===== config.mk =====
export PLATFORM = sky130hd
export DESIGN_NAME = dbr_config_bank
export DESIGN_NICKNAME = d
export VERILOG_FILES = /design/src/logic/dbr_pkg.sv /design/src/logic/dbr_geom_if.sv /design/src/logic/dbr_geom_decode.sv /design/src/logic/dbr_config_bank.sv
export VERILOG_INCLUDE_DIRS = /design/src /design/src/logic
export SDC_FILE = /design/constraint.sdc
export NUM_CORES = 1
export LEC_CHECK = 0
export ABC_AREA = 1
export BUFFER_PORTS_ARGS = -buffer_cell sky130_fd_sc_hd__buf_2
export CORE_MARGIN = 1.5
export CORE_UTILIZATION = 56
export CTS_CLUSTER_SIZE = 10
export DETAILED_ROUTE_END_ITERATION = 12
export HOLD_SLACK_MARGIN = 0.12
export PLACE_DENSITY_LB_ADDON = 0.2
export SLEW_MARGIN = 5
export SYNTH_ARGS = -nofsm -noshare
export SYNTH_HDL_FRONTEND = slang
export SYNTH_SLANG_ARGS = --single-unit

===== constraint.sdc =====
create_clock -name ref_clk_in -period 2.6 [get_ports ref_clk_in]
set_clock_uncertainty 0.1 [all_clocks]
set_input_delay 0 -clock ref_clk_in [delete_from_list [all_inputs] [get_ports ref_clk_in]]
set_output_delay 0 -clock ref_clk_in [all_outputs]
set_load 0.01 [all_outputs]

===== src/logic/dbr_consts.svh =====
`ifndef DBR_CONSTS_SVH
`define DBR_CONSTS_SVH

// host i/o ports of the index/data pair
`define DBR_PORT_INDEX 16'h0022
`define DBR_PORT_DATA 16'h0023

// configuration indices
`define DBR_IDX_LOCK 8'h03
`define DBR_IDX_GEOM01 8'h10
`define DBR_IDX_GEOM23 8'h11
`define DBR_IDX_ROMCTL 8'h12

// unlock key and reset values
`define DBR_UNLOCK_KEY 8'hc5
`define DBR_RST_LOCK 8'h00
`define DBR_RST_INDEX 8'h00
`define DBR_RST_GEOM01 8'hf1
`define DBR_RST_GEOM23 8'hff
`define DBR_RST_ROMCTL 8'h00
`define DBR_READ_NONE 8'h00

// geometry code of an empty bank
`define DBR_CODE_EMPTY 4'hf

// field positions of the rom region and refresh control register
`define DBR_BIT_E_ROM 0
`define DBR_BIT_C_LOWER_ROM 1
`define DBR_BIT_C_UPPER_ROM 2
`define DBR_BIT_15M_ISA 3
`define DBR_BIT_FLASH 4
`define DBR_BIT_SWAP 5
`define DBR_BIT_RAS_TMO 6
`define DBR_BIT_HID_REF 7

// legacy memory windows
`define DBR_E_LO 32'h000e_0000
`define DBR_E_HI 32'h000e_ffff
`define DBR_C_LOWER_LO 32'h000c_0000
`define DBR_C_LOWER_HI 32'h000c_7fff
`define DBR_C_UPPER_LO 32'h000c_8000
`define DBR_C_UPPER_HI 32'h000c_ffff
`define DBR_15M_LO 32'h00f0_0000
`define DBR_15M_HI 32'h00ff_ffff

`endif


===== src/logic/dbr_pkg.sv =====
package dbr_pkg;
   typedef logic [7:0] dbr_byte_t;
   typedef logic [3:0] dbr_code_t;
   typedef logic [3:0] dbr_bits_t;
   typedef logic [6:0] dbr_size_t;
   typedef logic [31:0] dbr_addr_t;
endpackage


===== src/logic/dbr_geom_if.sv =====
`timescale 1ns/10ps
`default_nettype none
interface dbr_geom_if;
   import dbr_pkg::*;
   dbr_code_t code;
   dbr_bits_t row_address_bits;
   dbr_bits_t column_address_bits;
   dbr_size_t size_mb;
   logic present;
   logic reserved;
   modport ctrl (output code, input row_address_bits, column_address_bits, size_mb, present, reserved);
   modport dec (input code, output row_address_bits, column_address_bits, size_mb, present, reserved);
endinterface
`default_nettype wire


===== src/logic/dbr_geom_decode.sv =====
`timescale 1ns/10ps
`default_nettype none
`include "dbr_consts.svh"
module dbr_geom_decode (
   dbr_geom_if.dec geom_if
);
   import dbr_pkg::*;

   // size in megabytes, then row/column widths per geometry code
   always_comb begin
      geom_if.present = 1'b1;
      geom_if.reserved = 1'b0;
      geom_if.size_mb = 7'h00;
      geom_if.row_address_bits = 4'h0;
      geom_if.column_address_bits = 4'h0;
      case (geom_if.code)
         4'h0: begin geom_if.size_mb = 7'h01; geom_if.row_address_bits = 4'h9; geom_if.column_address_bits = 4'h9; end
         4'h1: begin geom_if.size_mb = 7'h04; geom_if.row_address_bits = 4'ha; geom_if.column_address_bits = 4'ha; end
         4'h2: begin geom_if.size_mb = 7'h02; geom_if.row_address_bits = 4'h9; geom_if.column_address_bits = 4'ha; end
         4'h3: begin geom_if.size_mb = 7'h10; geom_if.row_address_bits = 4'hb; geom_if.column_address_bits = 4'hb; end
         4'h4: begin geom_if.size_mb = 7'h40; geom_if.row_address_bits = 4'hc; geom_if.column_address_bits = 4'hc; end
         4'h5: begin geom_if.size_mb = 7'h08; geom_if.row_address_bits = 4'hb; geom_if.column_address_bits = 4'ha; end
         4'h6: begin geom_if.size_mb = 7'h10; geom_if.row_address_bits = 4'hc; geom_if.column_address_bits = 4'ha; end
         4'h7: begin geom_if.size_mb = 7'h08; geom_if.row_address_bits = 4'hc; geom_if.column_address_bits = 4'h9; end
         4'h8: begin geom_if.size_mb = 7'h04; geom_if.row_address_bits = 4'hc; geom_if.column_address_bits = 4'h8; end
         `DBR_CODE_EMPTY: begin
            geom_if.present = 1'b0;
         end
         default: begin
            // reserved codes: treated as absent so no address is generated
            geom_if.present = 1'b0;
            geom_if.reserved = 1'b1;
         end
      endcase
   end
endmodule
`default_nettype wire


===== src/logic/dbr_config_bank.sv =====
`timescale 1ns/10ps
`default_nettype none
`include "dbr_consts.svh"
// Overview of operation
// - index 10h bits 3:0 are bank 0 code
// - index 10h bits 7:4 are bank 1 code
// - index 11h bits 3:0 are bank 2 code
// - index 11h bits 7:4 are bank 3 code
// - bank code maps to bank size, empty or reserved
// - bank code maps to row/column address widths
// - bit 0 makes E region on-board ROM
// - bit 1 makes lower C region ROM
// - bit 2 makes upper C region ROM
// - bit 3 sends 15M region to ISA
// - bit 4 enables flash ROM writes
// - bit 5 swaps special cycle memory/IO qualifier
// - bit 6 enables row strobe timeout check
// - bit 7 enables hidden DRAM refresh
// - marked region asserts ROM select, else ISA
// - ROM writes select ROM only with flash
// - swap gives memory code write, else IO
// - registers open only after C5h lock write
module dbr_config_bank (
   input wire logic ref_clk_in,
   input wire logic arst_n_in,
   input wire logic io_wr_in,
   input wire logic io_rd_in,
   input wire logic [15:0] io_addr_in,
   input wire dbr_pkg::dbr_byte_t io_wdata_in,
   output var dbr_pkg::dbr_byte_t io_rdata_out,
   output logic io_rdata_valid_out,
   input wire logic mem_cycle_in,
   input wire logic mem_write_in,
   input wire dbr_pkg::dbr_addr_t mem_addr_in,
   input wire logic special_cycle_in,
   input wire logic memory_io_qualifier_in,
   output logic boot_rom_select_n_out,
   output logic isa_cycle_out,
   output logic spec_mem_code_write_out,
   output logic spec_io_code_write_out,
   output logic [15:0] bank_row_address_bits_out,
   output logic [15:0] bank_column_address_bits_out,
   output logic [27:0] bank_size_mb_out,
   output logic [3:0] bank_present_out,
   output logic [3:0] bank_reserved_out,
   output logic ras_timeout_check_en_out,
   output logic hidden_refresh_en_out,
   output logic regs_unlocked_out
);
   import dbr_pkg::*;

   function automatic logic in_window(input dbr_addr_t a, input dbr_addr_t lo, input dbr_addr_t hi);
      return (a >= lo) && (a <= hi);
   endfunction

   dbr_byte_t index_r;
   dbr_byte_t lock_r;
   dbr_byte_t geom01_r;
   dbr_byte_t geom23_r;
   dbr_byte_t romctl_r;
   dbr_byte_t index_nxt;
   dbr_byte_t lock_nxt;
   dbr_byte_t geom01_nxt;
   dbr_byte_t geom23_nxt;
   dbr_byte_t romctl_nxt;
   dbr_byte_t rdata_r;
   dbr_byte_t rd_mux;
   logic rvalid_r;
   logic unlocked;
   logic wr_index;
   logic wr_data;
   logic wr_lock;
   logic wr_geom01;
   logic wr_geom23;
   logic wr_romctl;
   logic rd_ours;

   // register port decode
   assign unlocked = (lock_r == `DBR_UNLOCK_KEY);
   assign wr_index = io_wr_in && (io_addr_in == `DBR_PORT_INDEX);
   assign wr_data = io_wr_in && (io_addr_in == `DBR_PORT_DATA);
   // the lock register stays reachable while locked, otherwise no way back in
   assign wr_lock = wr_data && (index_r == `DBR_IDX_LOCK);
   assign wr_geom01 = wr_data && unlocked && (index_r == `DBR_IDX_GEOM01);
   assign wr_geom23 = wr_data && unlocked && (index_r == `DBR_IDX_GEOM23);
   assign wr_romctl = wr_data && unlocked && (index_r == `DBR_IDX_ROMCTL);
   assign rd_ours = io_rd_in && ((io_addr_in == `DBR_PORT_INDEX) || (io_addr_in == `DBR_PORT_DATA));

   assign index_nxt = wr_index ? io_wdata_in : index_r;
   assign lock_nxt = wr_lock ? io_wdata_in : lock_r;
   assign geom01_nxt = wr_geom01 ? io_wdata_in : geom01_r;
   assign geom23_nxt = wr_geom23 ? io_wdata_in : geom23_r;
   assign romctl_nxt = wr_romctl ? io_wdata_in : romctl_r;

   // locked or foreign indices read as zero
   assign rd_mux = (io_addr_in == `DBR_PORT_INDEX) ? index_r :
                   (index_r == `DBR_IDX_LOCK) ? lock_r :
                   !unlocked ? `DBR_READ_NONE :
                   (index_r == `DBR_IDX_GEOM01) ? geom01_r :
                   (index_r == `DBR_IDX_GEOM23) ? geom23_r :
                   (index_r == `DBR_IDX_ROMCTL) ? romctl_r : `DBR_READ_NONE;

   always_ff @(posedge ref_clk_in or negedge arst_n_in) begin
      if (!arst_n_in) begin
         index_r <= `DBR_RST_INDEX;
         lock_r <= `DBR_RST_LOCK;
         geom01_r <= `DBR_RST_GEOM01;
         geom23_r <= `DBR_RST_GEOM23;
         romctl_r <= `DBR_RST_ROMCTL;
      end else begin
         index_r <= index_nxt;
         lock_r <= lock_nxt;
         geom01_r <= geom01_nxt;
         geom23_r <= geom23_nxt;
         romctl_r <= romctl_nxt;
      end
   end

   always_ff @(posedge ref_clk_in or negedge arst_n_in) begin
      if (!arst_n_in) begin
         rdata_r <= `DBR_READ_NONE;
         rvalid_r <= 1'b0;
      end else begin
         rdata_r <= rd_ours ? rd_mux : rdata_r;
         rvalid_r <= rd_ours;
      end
   end

   assign io_rdata_out = rdata_r;
   assign io_rdata_valid_out = rvalid_r;
   assign regs_unlocked_out = unlocked;
   assign ras_timeout_check_en_out = romctl_r[`DBR_BIT_RAS_TMO];
   assign hidden_refresh_en_out = romctl_r[`DBR_BIT_HID_REF];

   // bank geometry: four decoders, outputs registered
   logic [15:0] bank_codes;
   logic [15:0] row_w;
   logic [15:0] col_w;
   logic [27:0] size_w;
   logic [3:0] present_w;
   logic [3:0] reserved_w;

   assign bank_codes = {geom23_r, geom01_r};

   for (genvar b = 0; b < 4; b++) begin : g_bank
      dbr_geom_if geom_if ();
      assign geom_if.code = bank_codes[4*b +: 4];
      dbr_geom_decode u_dec (
         .geom_if(geom_if.dec)
      );
      assign row_w[4*b +: 4] = geom_if.row_address_bits;
      assign col_w[4*b +: 4] = geom_if.column_address_bits;
      assign size_w[7*b +: 7] = geom_if.size_mb;
      assign present_w[b] = geom_if.present;
      assign reserved_w[b] = geom_if.reserved;
   end

   always_ff @(posedge ref_clk_in or negedge arst_n_in) begin
      if (!arst_n_in) begin
         bank_row_address_bits_out <= 16'h0000;
         bank_column_address_bits_out <= 16'h0000;
         bank_size_mb_out <= 28'h000_0000;
         bank_present_out <= 4'h0;
         bank_reserved_out <= 4'h0;
      end else begin
         bank_row_address_bits_out <= row_w;
         bank_column_address_bits_out <= col_w;
         bank_size_mb_out <= size_w;
         bank_present_out <= present_w;
         bank_reserved_out <= reserved_w;
      end
   end

   // memory and special cycle decode
   logic hit_e;
   logic hit_c_lower;
   logic hit_c_upper;
   logic hit_15m;
   logic legacy_hit;
   logic rom_marked;
   logic rom_sel_nxt;
   logic isa_nxt;
   logic qual_eff;
   logic spec_mem_nxt;
   logic spec_io_nxt;

   assign hit_e = in_window(mem_addr_in, `DBR_E_LO, `DBR_E_HI);
   assign hit_c_lower = in_window(mem_addr_in, `DBR_C_LOWER_LO, `DBR_C_LOWER_HI);
   assign hit_c_upper = in_window(mem_addr_in, `DBR_C_UPPER_LO, `DBR_C_UPPER_HI);
   assign hit_15m = in_window(mem_addr_in, `DBR_15M_LO, `DBR_15M_HI);
   assign legacy_hit = hit_e || hit_c_lower || hit_c_upper;
   assign rom_marked = (hit_e && romctl_r[`DBR_BIT_E_ROM]) ||
                       (hit_c_lower && romctl_r[`DBR_BIT_C_LOWER_ROM]) ||
                       (hit_c_upper && romctl_r[`DBR_BIT_C_UPPER_ROM]);
   // writes to rom need flash support; a blocked write gets neither target
   assign rom_sel_nxt = mem_cycle_in && rom_marked && (!mem_write_in || romctl_r[`DBR_BIT_FLASH]);
   // the 15M hole wins over local dram even when dram reaches past it
   assign isa_nxt = mem_cycle_in && ((legacy_hit && !rom_marked) || (hit_15m && romctl_r[`DBR_BIT_15M_ISA]));
   // special cycles carry the qualifier low, so the swap alone picks memory
   assign qual_eff = memory_io_qualifier_in ^ romctl_r[`DBR_BIT_SWAP];
   assign spec_mem_nxt = special_cycle_in && qual_eff;
   assign spec_io_nxt = special_cycle_in && !qual_eff;

   always_ff @(posedge ref_clk_in or negedge arst_n_in) begin
      if (!arst_n_in) begin
         boot_rom_select_n_out <= 1'b1;
         isa_cycle_out <= 1'b0;
         spec_mem_code_write_out <= 1'b0;
         spec_io_code_write_out <= 1'b0;
      end else begin
         boot_rom_select_n_out <= !rom_sel_nxt;
         isa_cycle_out <= isa_nxt;
         spec_mem_code_write_out <= spec_mem_nxt;
         spec_io_code_write_out <= spec_io_nxt;
      end
   end

   // checks
   a_bank0_code_write: assert property (
      @(posedge ref_clk_in) disable iff (!arst_n_in)
      wr_geom01 |=> (geom01_r[3:0] == $past(io_wdata_in[3:0]))
         ##1 (bank_present_out[0] == ($past(geom01_r[3:0]) <= 4'h8)))
      else $error("bank 0 code not taken from data port");

   a_bank1_code_write: assert property (
      @(posedge ref_clk_in) disable iff (!arst_n_in)
      wr_geom01 |=> (bank_codes[7:4] == $past(io_wdata_in[7:4])))
      else $error("bank 1 code not taken from data port");

   a_bank2_code_write: assert property (
      @(posedge ref_clk_in) disable iff (!arst_n_in)
      wr_geom23 |=> (bank_codes[11:8] == $past(io_wdata_in[3:0])))
      else $error("bank 2 code not taken from data port");

   a_bank3_code_write: assert property (
      @(posedge ref_clk_in) disable iff (!arst_n_in)
      wr_geom23 |=> (bank_codes[15:12] == $past(io_wdata_in[7:4])))
      else $error("bank 3 code not taken from data port");

   a_bank_size_decode: assert property (
      @(posedge ref_clk_in) disable iff (!arst_n_in)
      (bank_codes[3:0] == 4'h4) |=> (bank_size_mb_out[6:0] == 7'h40) && bank_present_out[0])
      else $error("code 4 does not give a 64M bank");

   a_bank_empty_decode: assert property (
      @(posedge ref_clk_in) disable iff (!arst_n_in)
      (bank_codes[7:4] == `DBR_CODE_EMPTY) |=> !bank_present_out[1] && !bank_reserved_out[1])
      else $error("empty code shows a bank present");

   a_row_col_decode: assert property (
      @(posedge ref_clk_in) disable iff (!arst_n_in)
      (bank_codes[11:8] == 4'h8) |=> (bank_row_address_bits_out[11:8] == 4'hc)
         && (bank_column_address_bits_out[11:8] == 4'h8))
      else $error("code 8 does not give 12/8 addressing");

   a_e_rom_select: assert property (
      @(posedge ref_clk_in) disable iff (!arst_n_in)
      (mem_cycle_in && !mem_write_in && hit_e) |=> (boot_rom_select_n_out == !$past(romctl_r[`DBR_BIT_E_ROM])))
      else $error("E region rom select wrong");

   a_c_lower_rom: assert property (
      @(posedge ref_clk_in) disable iff (!arst_n_in)
      (mem_cycle_in && !mem_write_in && hit_c_lower)
         |=> (boot_rom_select_n_out == !$past(romctl_r[`DBR_BIT_C_LOWER_ROM])))
      else $error("lower C region rom select wrong");

   a_c_upper_rom: assert property (
      @(posedge ref_clk_in) disable iff (!arst_n_in)
      (mem_cycle_in && !mem_write_in && hit_c_upper)
         |=> (boot_rom_select_n_out == !$past(romctl_r[`DBR_BIT_C_UPPER_ROM])))
      else $error("upper C region rom select wrong");

   a_15m_to_isa: assert property (
      @(posedge ref_clk_in) disable iff (!arst_n_in)
      (mem_cycle_in && hit_15m && romctl_r[`DBR_BIT_15M_ISA]) |=> isa_cycle_out && boot_rom_select_n_out)
      else $error("15M region not sent to isa");

   a_flash_write_gate: assert property (
      @(posedge ref_clk_in) disable iff (!arst_n_in)
      (mem_cycle_in && mem_write_in && rom_marked) |=> (boot_rom_select_n_out != $past(romctl_r[`DBR_BIT_FLASH])))
      else $error("rom write select ignores flash enable");

   a_unmarked_isa: assert property (
      @(posedge ref_clk_in) disable iff (!arst_n_in)
      (mem_cycle_in && legacy_hit && !rom_marked) |=> isa_cycle_out && boot_rom_select_n_out)
      else $error("unmarked legacy cycle not run on isa");

   a_special_swap: assert property (
      @(posedge ref_clk_in) disable iff (!arst_n_in)
      (special_cycle_in && !memory_io_qualifier_in) |=>
         (spec_mem_code_write_out == $past(romctl_r[`DBR_BIT_SWAP])) && (spec_io_code_write_out != spec_mem_code_write_out))
      else $error("special cycle swap decode wrong");

   a_refresh_ras_bits: assert property (
      @(posedge ref_clk_in) disable iff (!arst_n_in)
      wr_romctl |=> (ras_timeout_check_en_out == $past(io_wdata_in[6])) && (hidden_refresh_en_out == $past(io_wdata_in[7])))
      else $error("timeout or hidden refresh enable not updated");

   a_locked_no_write: assert property (
      @(posedge ref_clk_in) disable iff (!arst_n_in)
      (wr_data && !unlocked && (index_r != `DBR_IDX_LOCK)) |=> $stable(geom01_r) && $stable(geom23_r) && $stable(romctl_r))
      else $error("locked registers changed");

   a_locked_reads_zero: assert property (
      @(posedge ref_clk_in) disable iff (!arst_n_in)
      (io_rd_in && (io_addr_in == `DBR_PORT_DATA) && !unlocked && (index_r != `DBR_IDX_LOCK))
         |=> io_rdata_valid_out && (io_rdata_out == `DBR_READ_NONE))
      else $error("locked register read not zero");
endmodule
`default_nettype wire


==> flow_metrics.tcl <==
set metrics [dict create \
    area_delta_synth_final_pct 35.6 \
    seq_area_frac_synth_pct 56.8 \
    fillers 577 \
    crit_path_max_fanout 16 \
    postLayoutCoreUtil_pct 79.4 \
    io_buffer_count 143 \
    cts_made_buffers 17 \
    synth_warnings 0 \
    synth-simple-area-share_pct 25.8 \
    critPathKind "in -> reg" \
    rsz0062_at_grt "false" \
    grt_pass1_wl_um 21900 \
    irDropWorstVdd_uv 416 \
    p_leak_nw 3.73 \
    antenna_cells 0 \
    synth_xor_xnor_area_share_pct 0.169 \
    cp.arrival_ns 2.71 \
    slew_headroom_pct 56.2 \
    grt_usage_pct 28.6 \
    layout_min_cycle_time_ns 2.42 \
    rrSetupSlack_ns 0.25 \
    stdcell_count 921 \
    root_buffer "clkbuf_8" \
    routed_wl_um 13500 \
    hpwlAfterDp_um 9010 \
    synthFlopType "dfrtp_1" \
    io-pin-count 148 \
    grt_pass1_vias 4675 \
    fmax_ghz 0.413 \
    start_kind "primary input" \
    synth_mux_area_share_pct 0 \
    final_common_cell "nand2_1" \
    power.density_nw_per_um2 631 \
    antenna_left 0 \
    ff2ff_path_depth 7 \
    num_vias 4805 \
    wl_per_cell_um 14.6 \
    ys_seq_elements 117 \
    worstHoldStart "io_addr_in[11]" \
    initial_core_util_pct 58.6 \
    whs_path_depth 7 \
    synth_cell_type_count 35 \
    post_cts_buffers 0 \
    cts_tree "yes" \
    dieArea_um2 9840 \
    synth-async-reset-ratio_pct 100 \
    cts_max_level 4 \
    post-place-cells 849 \
    critPathLaunch "io_addr_in[8]" \
    drtPass1Iterations 5 \
    drc 0 \
    finalWeightedCongestion 0.949 \
    layout_common_cells "nand2_1, buf_2, dfrtp_1, nor2_1, inv_1" \
    r2r-start "index_r[3]" \
    finalSetupTns_ns 0 \
    core_um2 8850 \
    viasPerCell 5.22 \
    num-nets-final 864 \
    hold_violations 0 \
    finalCritPeriodShare_pct 93.1 \
    fp.dieW_um 99.2 \
    synth_adder_area_share_pct 0 \
    endpoint_kind "flip-flop" \
    rows 34 \
    netlist_area_um2 5180 \
    syn_avg_cell_area_um2 8.51 \
    worstPathRequired_ns 2.89 \
    clockBufferDepth 2 \
    maxCapViolations 0 \
    synth_top_family_by_area "simple AND/OR/NAND/NOR gates" \
    clock_sinks 117 \
    path_clk_slew_ns 0.06 \
    setup_viol 0 \
    drive_gt1_share_pct 28.8 \
    hold_class "in -> reg" \
    tightest_slew_ns 0.652 \
    outcome "finished clean" \
    clk_latency_ns 0.52 \
    syn_inst 609 \
    grt_start_max_net_pins 47 \
    hold_slack_ns 0.0895 \
    slew_viol_final 0 \
    synth_edf_count 0 \
    crit_end "romctl_r[3]" \
    drt-initial-drc-count 300 \
    die_h_um 99.2 \
    gr-total-overflow 0 \
    synth_compound_area_share_pct 9.05 \
    grt_antenna_before_repair 0 \
    timing.rr.end "romctl_r[3]" \
]
routing by layer:
| metal | wire length, um | vias up | GRT usage [%] |
|---|---|---|---|
| met5 | 0 | - | 0 |
| li1 | - | 2268 | - |
| met1 | 5270 | 2261 | 36.0 |
| met3 | 971 | 31 | 5.62 |
| met4 | 322 | 0 | 9.64 |
| met2 | 6920 | 245 | 49.8 |
worst max-delay path, stage by stage:
cell	delay (ns)
dlygate4sd3_1	0.53
buf_2	0.12
nor2_1	0.08
dlygate4sd3_1	0.56
nand2_1	0.10
nor3_4	0.21
and3_4	0.28
nand2_8	0.11
nand2_1	0.11
o21ai_2	0.05
dlygate4sd3_1	0.56
power breakdown:
group	switching, W	internal [W]	total, W
logic	0.000105	0.0000842	0.000189
clock network	0.000856	0.00156	0.00242
registers	0.000000473	0.00182	0.00183
cell type report:
class / count / area, um^2 / share of cell area, %
well taps: 108 / 135 / 1.92
multi-input cells: 394 / 1850 / 26.4
clock inverters: 14 / 199 / 2.83
inverters: 85 / 319 / 4.54
repair buffers: 185 / 1160 / 16.5
clock buffers: 18 / 418 / 5.95
flip-flops and latches: 117 / 2950 / 41.9
cells by family (layout without fill, tap and decap cells):
group	count (synthesis)	in the layout
other	1	4
AO/OA/AOI/OAI	79	79
XOR/XNOR	1	1
flip-flops	117	117
AND/OR/NAND/NOR	310	310
buffers and inverters	101	302
synthesized netlist by cell type, types with 5 or more instances:
library cell	n	area, um^2
nand3_1	15	75.1
dfstp_2	14	368
buf_4	5	37.5
nor3_1	17	85.1
o21ai_2	16	140
a21oi_1	22	110
inv_1	78	293
nand2_1	162	608
dfrtp_1	103	2580
o21ai_1	27	135
o21ai_0	9	45.0
nor2_1	91	342
clkbuf_1	7	26.3
inv_2	7	26.3
repair_timing:
item,CTS,global route
setup endpoints to repair,0,24
gates resized for setup,0,6
hold buffers,39,1
endpoints found under the hold margin,130,1
sequential cells by signal, indices dropped and copies added (netlist names):
name / cells
bank_size_mb_out: 24
bank_column_address_bits_out: 16
bank_row_address_bits_out: 16
geom01_r: 8
geom23_r: 8
index_r: 8
io_rdata_out: 8
lock_r: 8
romctl_r: 8
bank_present_out: 4
bank_reserved_out: 4
boot_rom_select_n_out: 1
io_rdata_valid_out: 1
isa_cycle_out: 1
spec_io_code_write_out: 1
spec_mem_code_write_out: 1
metrics by stage:
step | cell area, um^2 | worst slack (ns) | power [W]
floorplan | 5190 | 0.935 | 0.00191
global placement | 5960 | 0.768 | 0.00200
detailed placement | 5960 | 0.753 | 0.00200
CTS | 6990 | 0.0438 | 0.00444
global route | 7030 | 0.00464 | 0.00456
finish | 7030 | 0.178 | 0.00443
worst min-delay path by stage:
stage	endpoint	slack (ns)
2_1_floorplan	bank_column_address_bits_out[0]	-0.40
3_3_place_gp	bank_size_mb_out[14]	0.0007
3_5_place_dp	bank_row_address_bits_out[10]	0.008
4_1_cts	io_rdata_out[4]	0.12
5_1_grt	romctl_r[4]	0.12
6_report	romctl_r[4]	0.09
No activity file was read; power rests on OpenSTA's default activity.
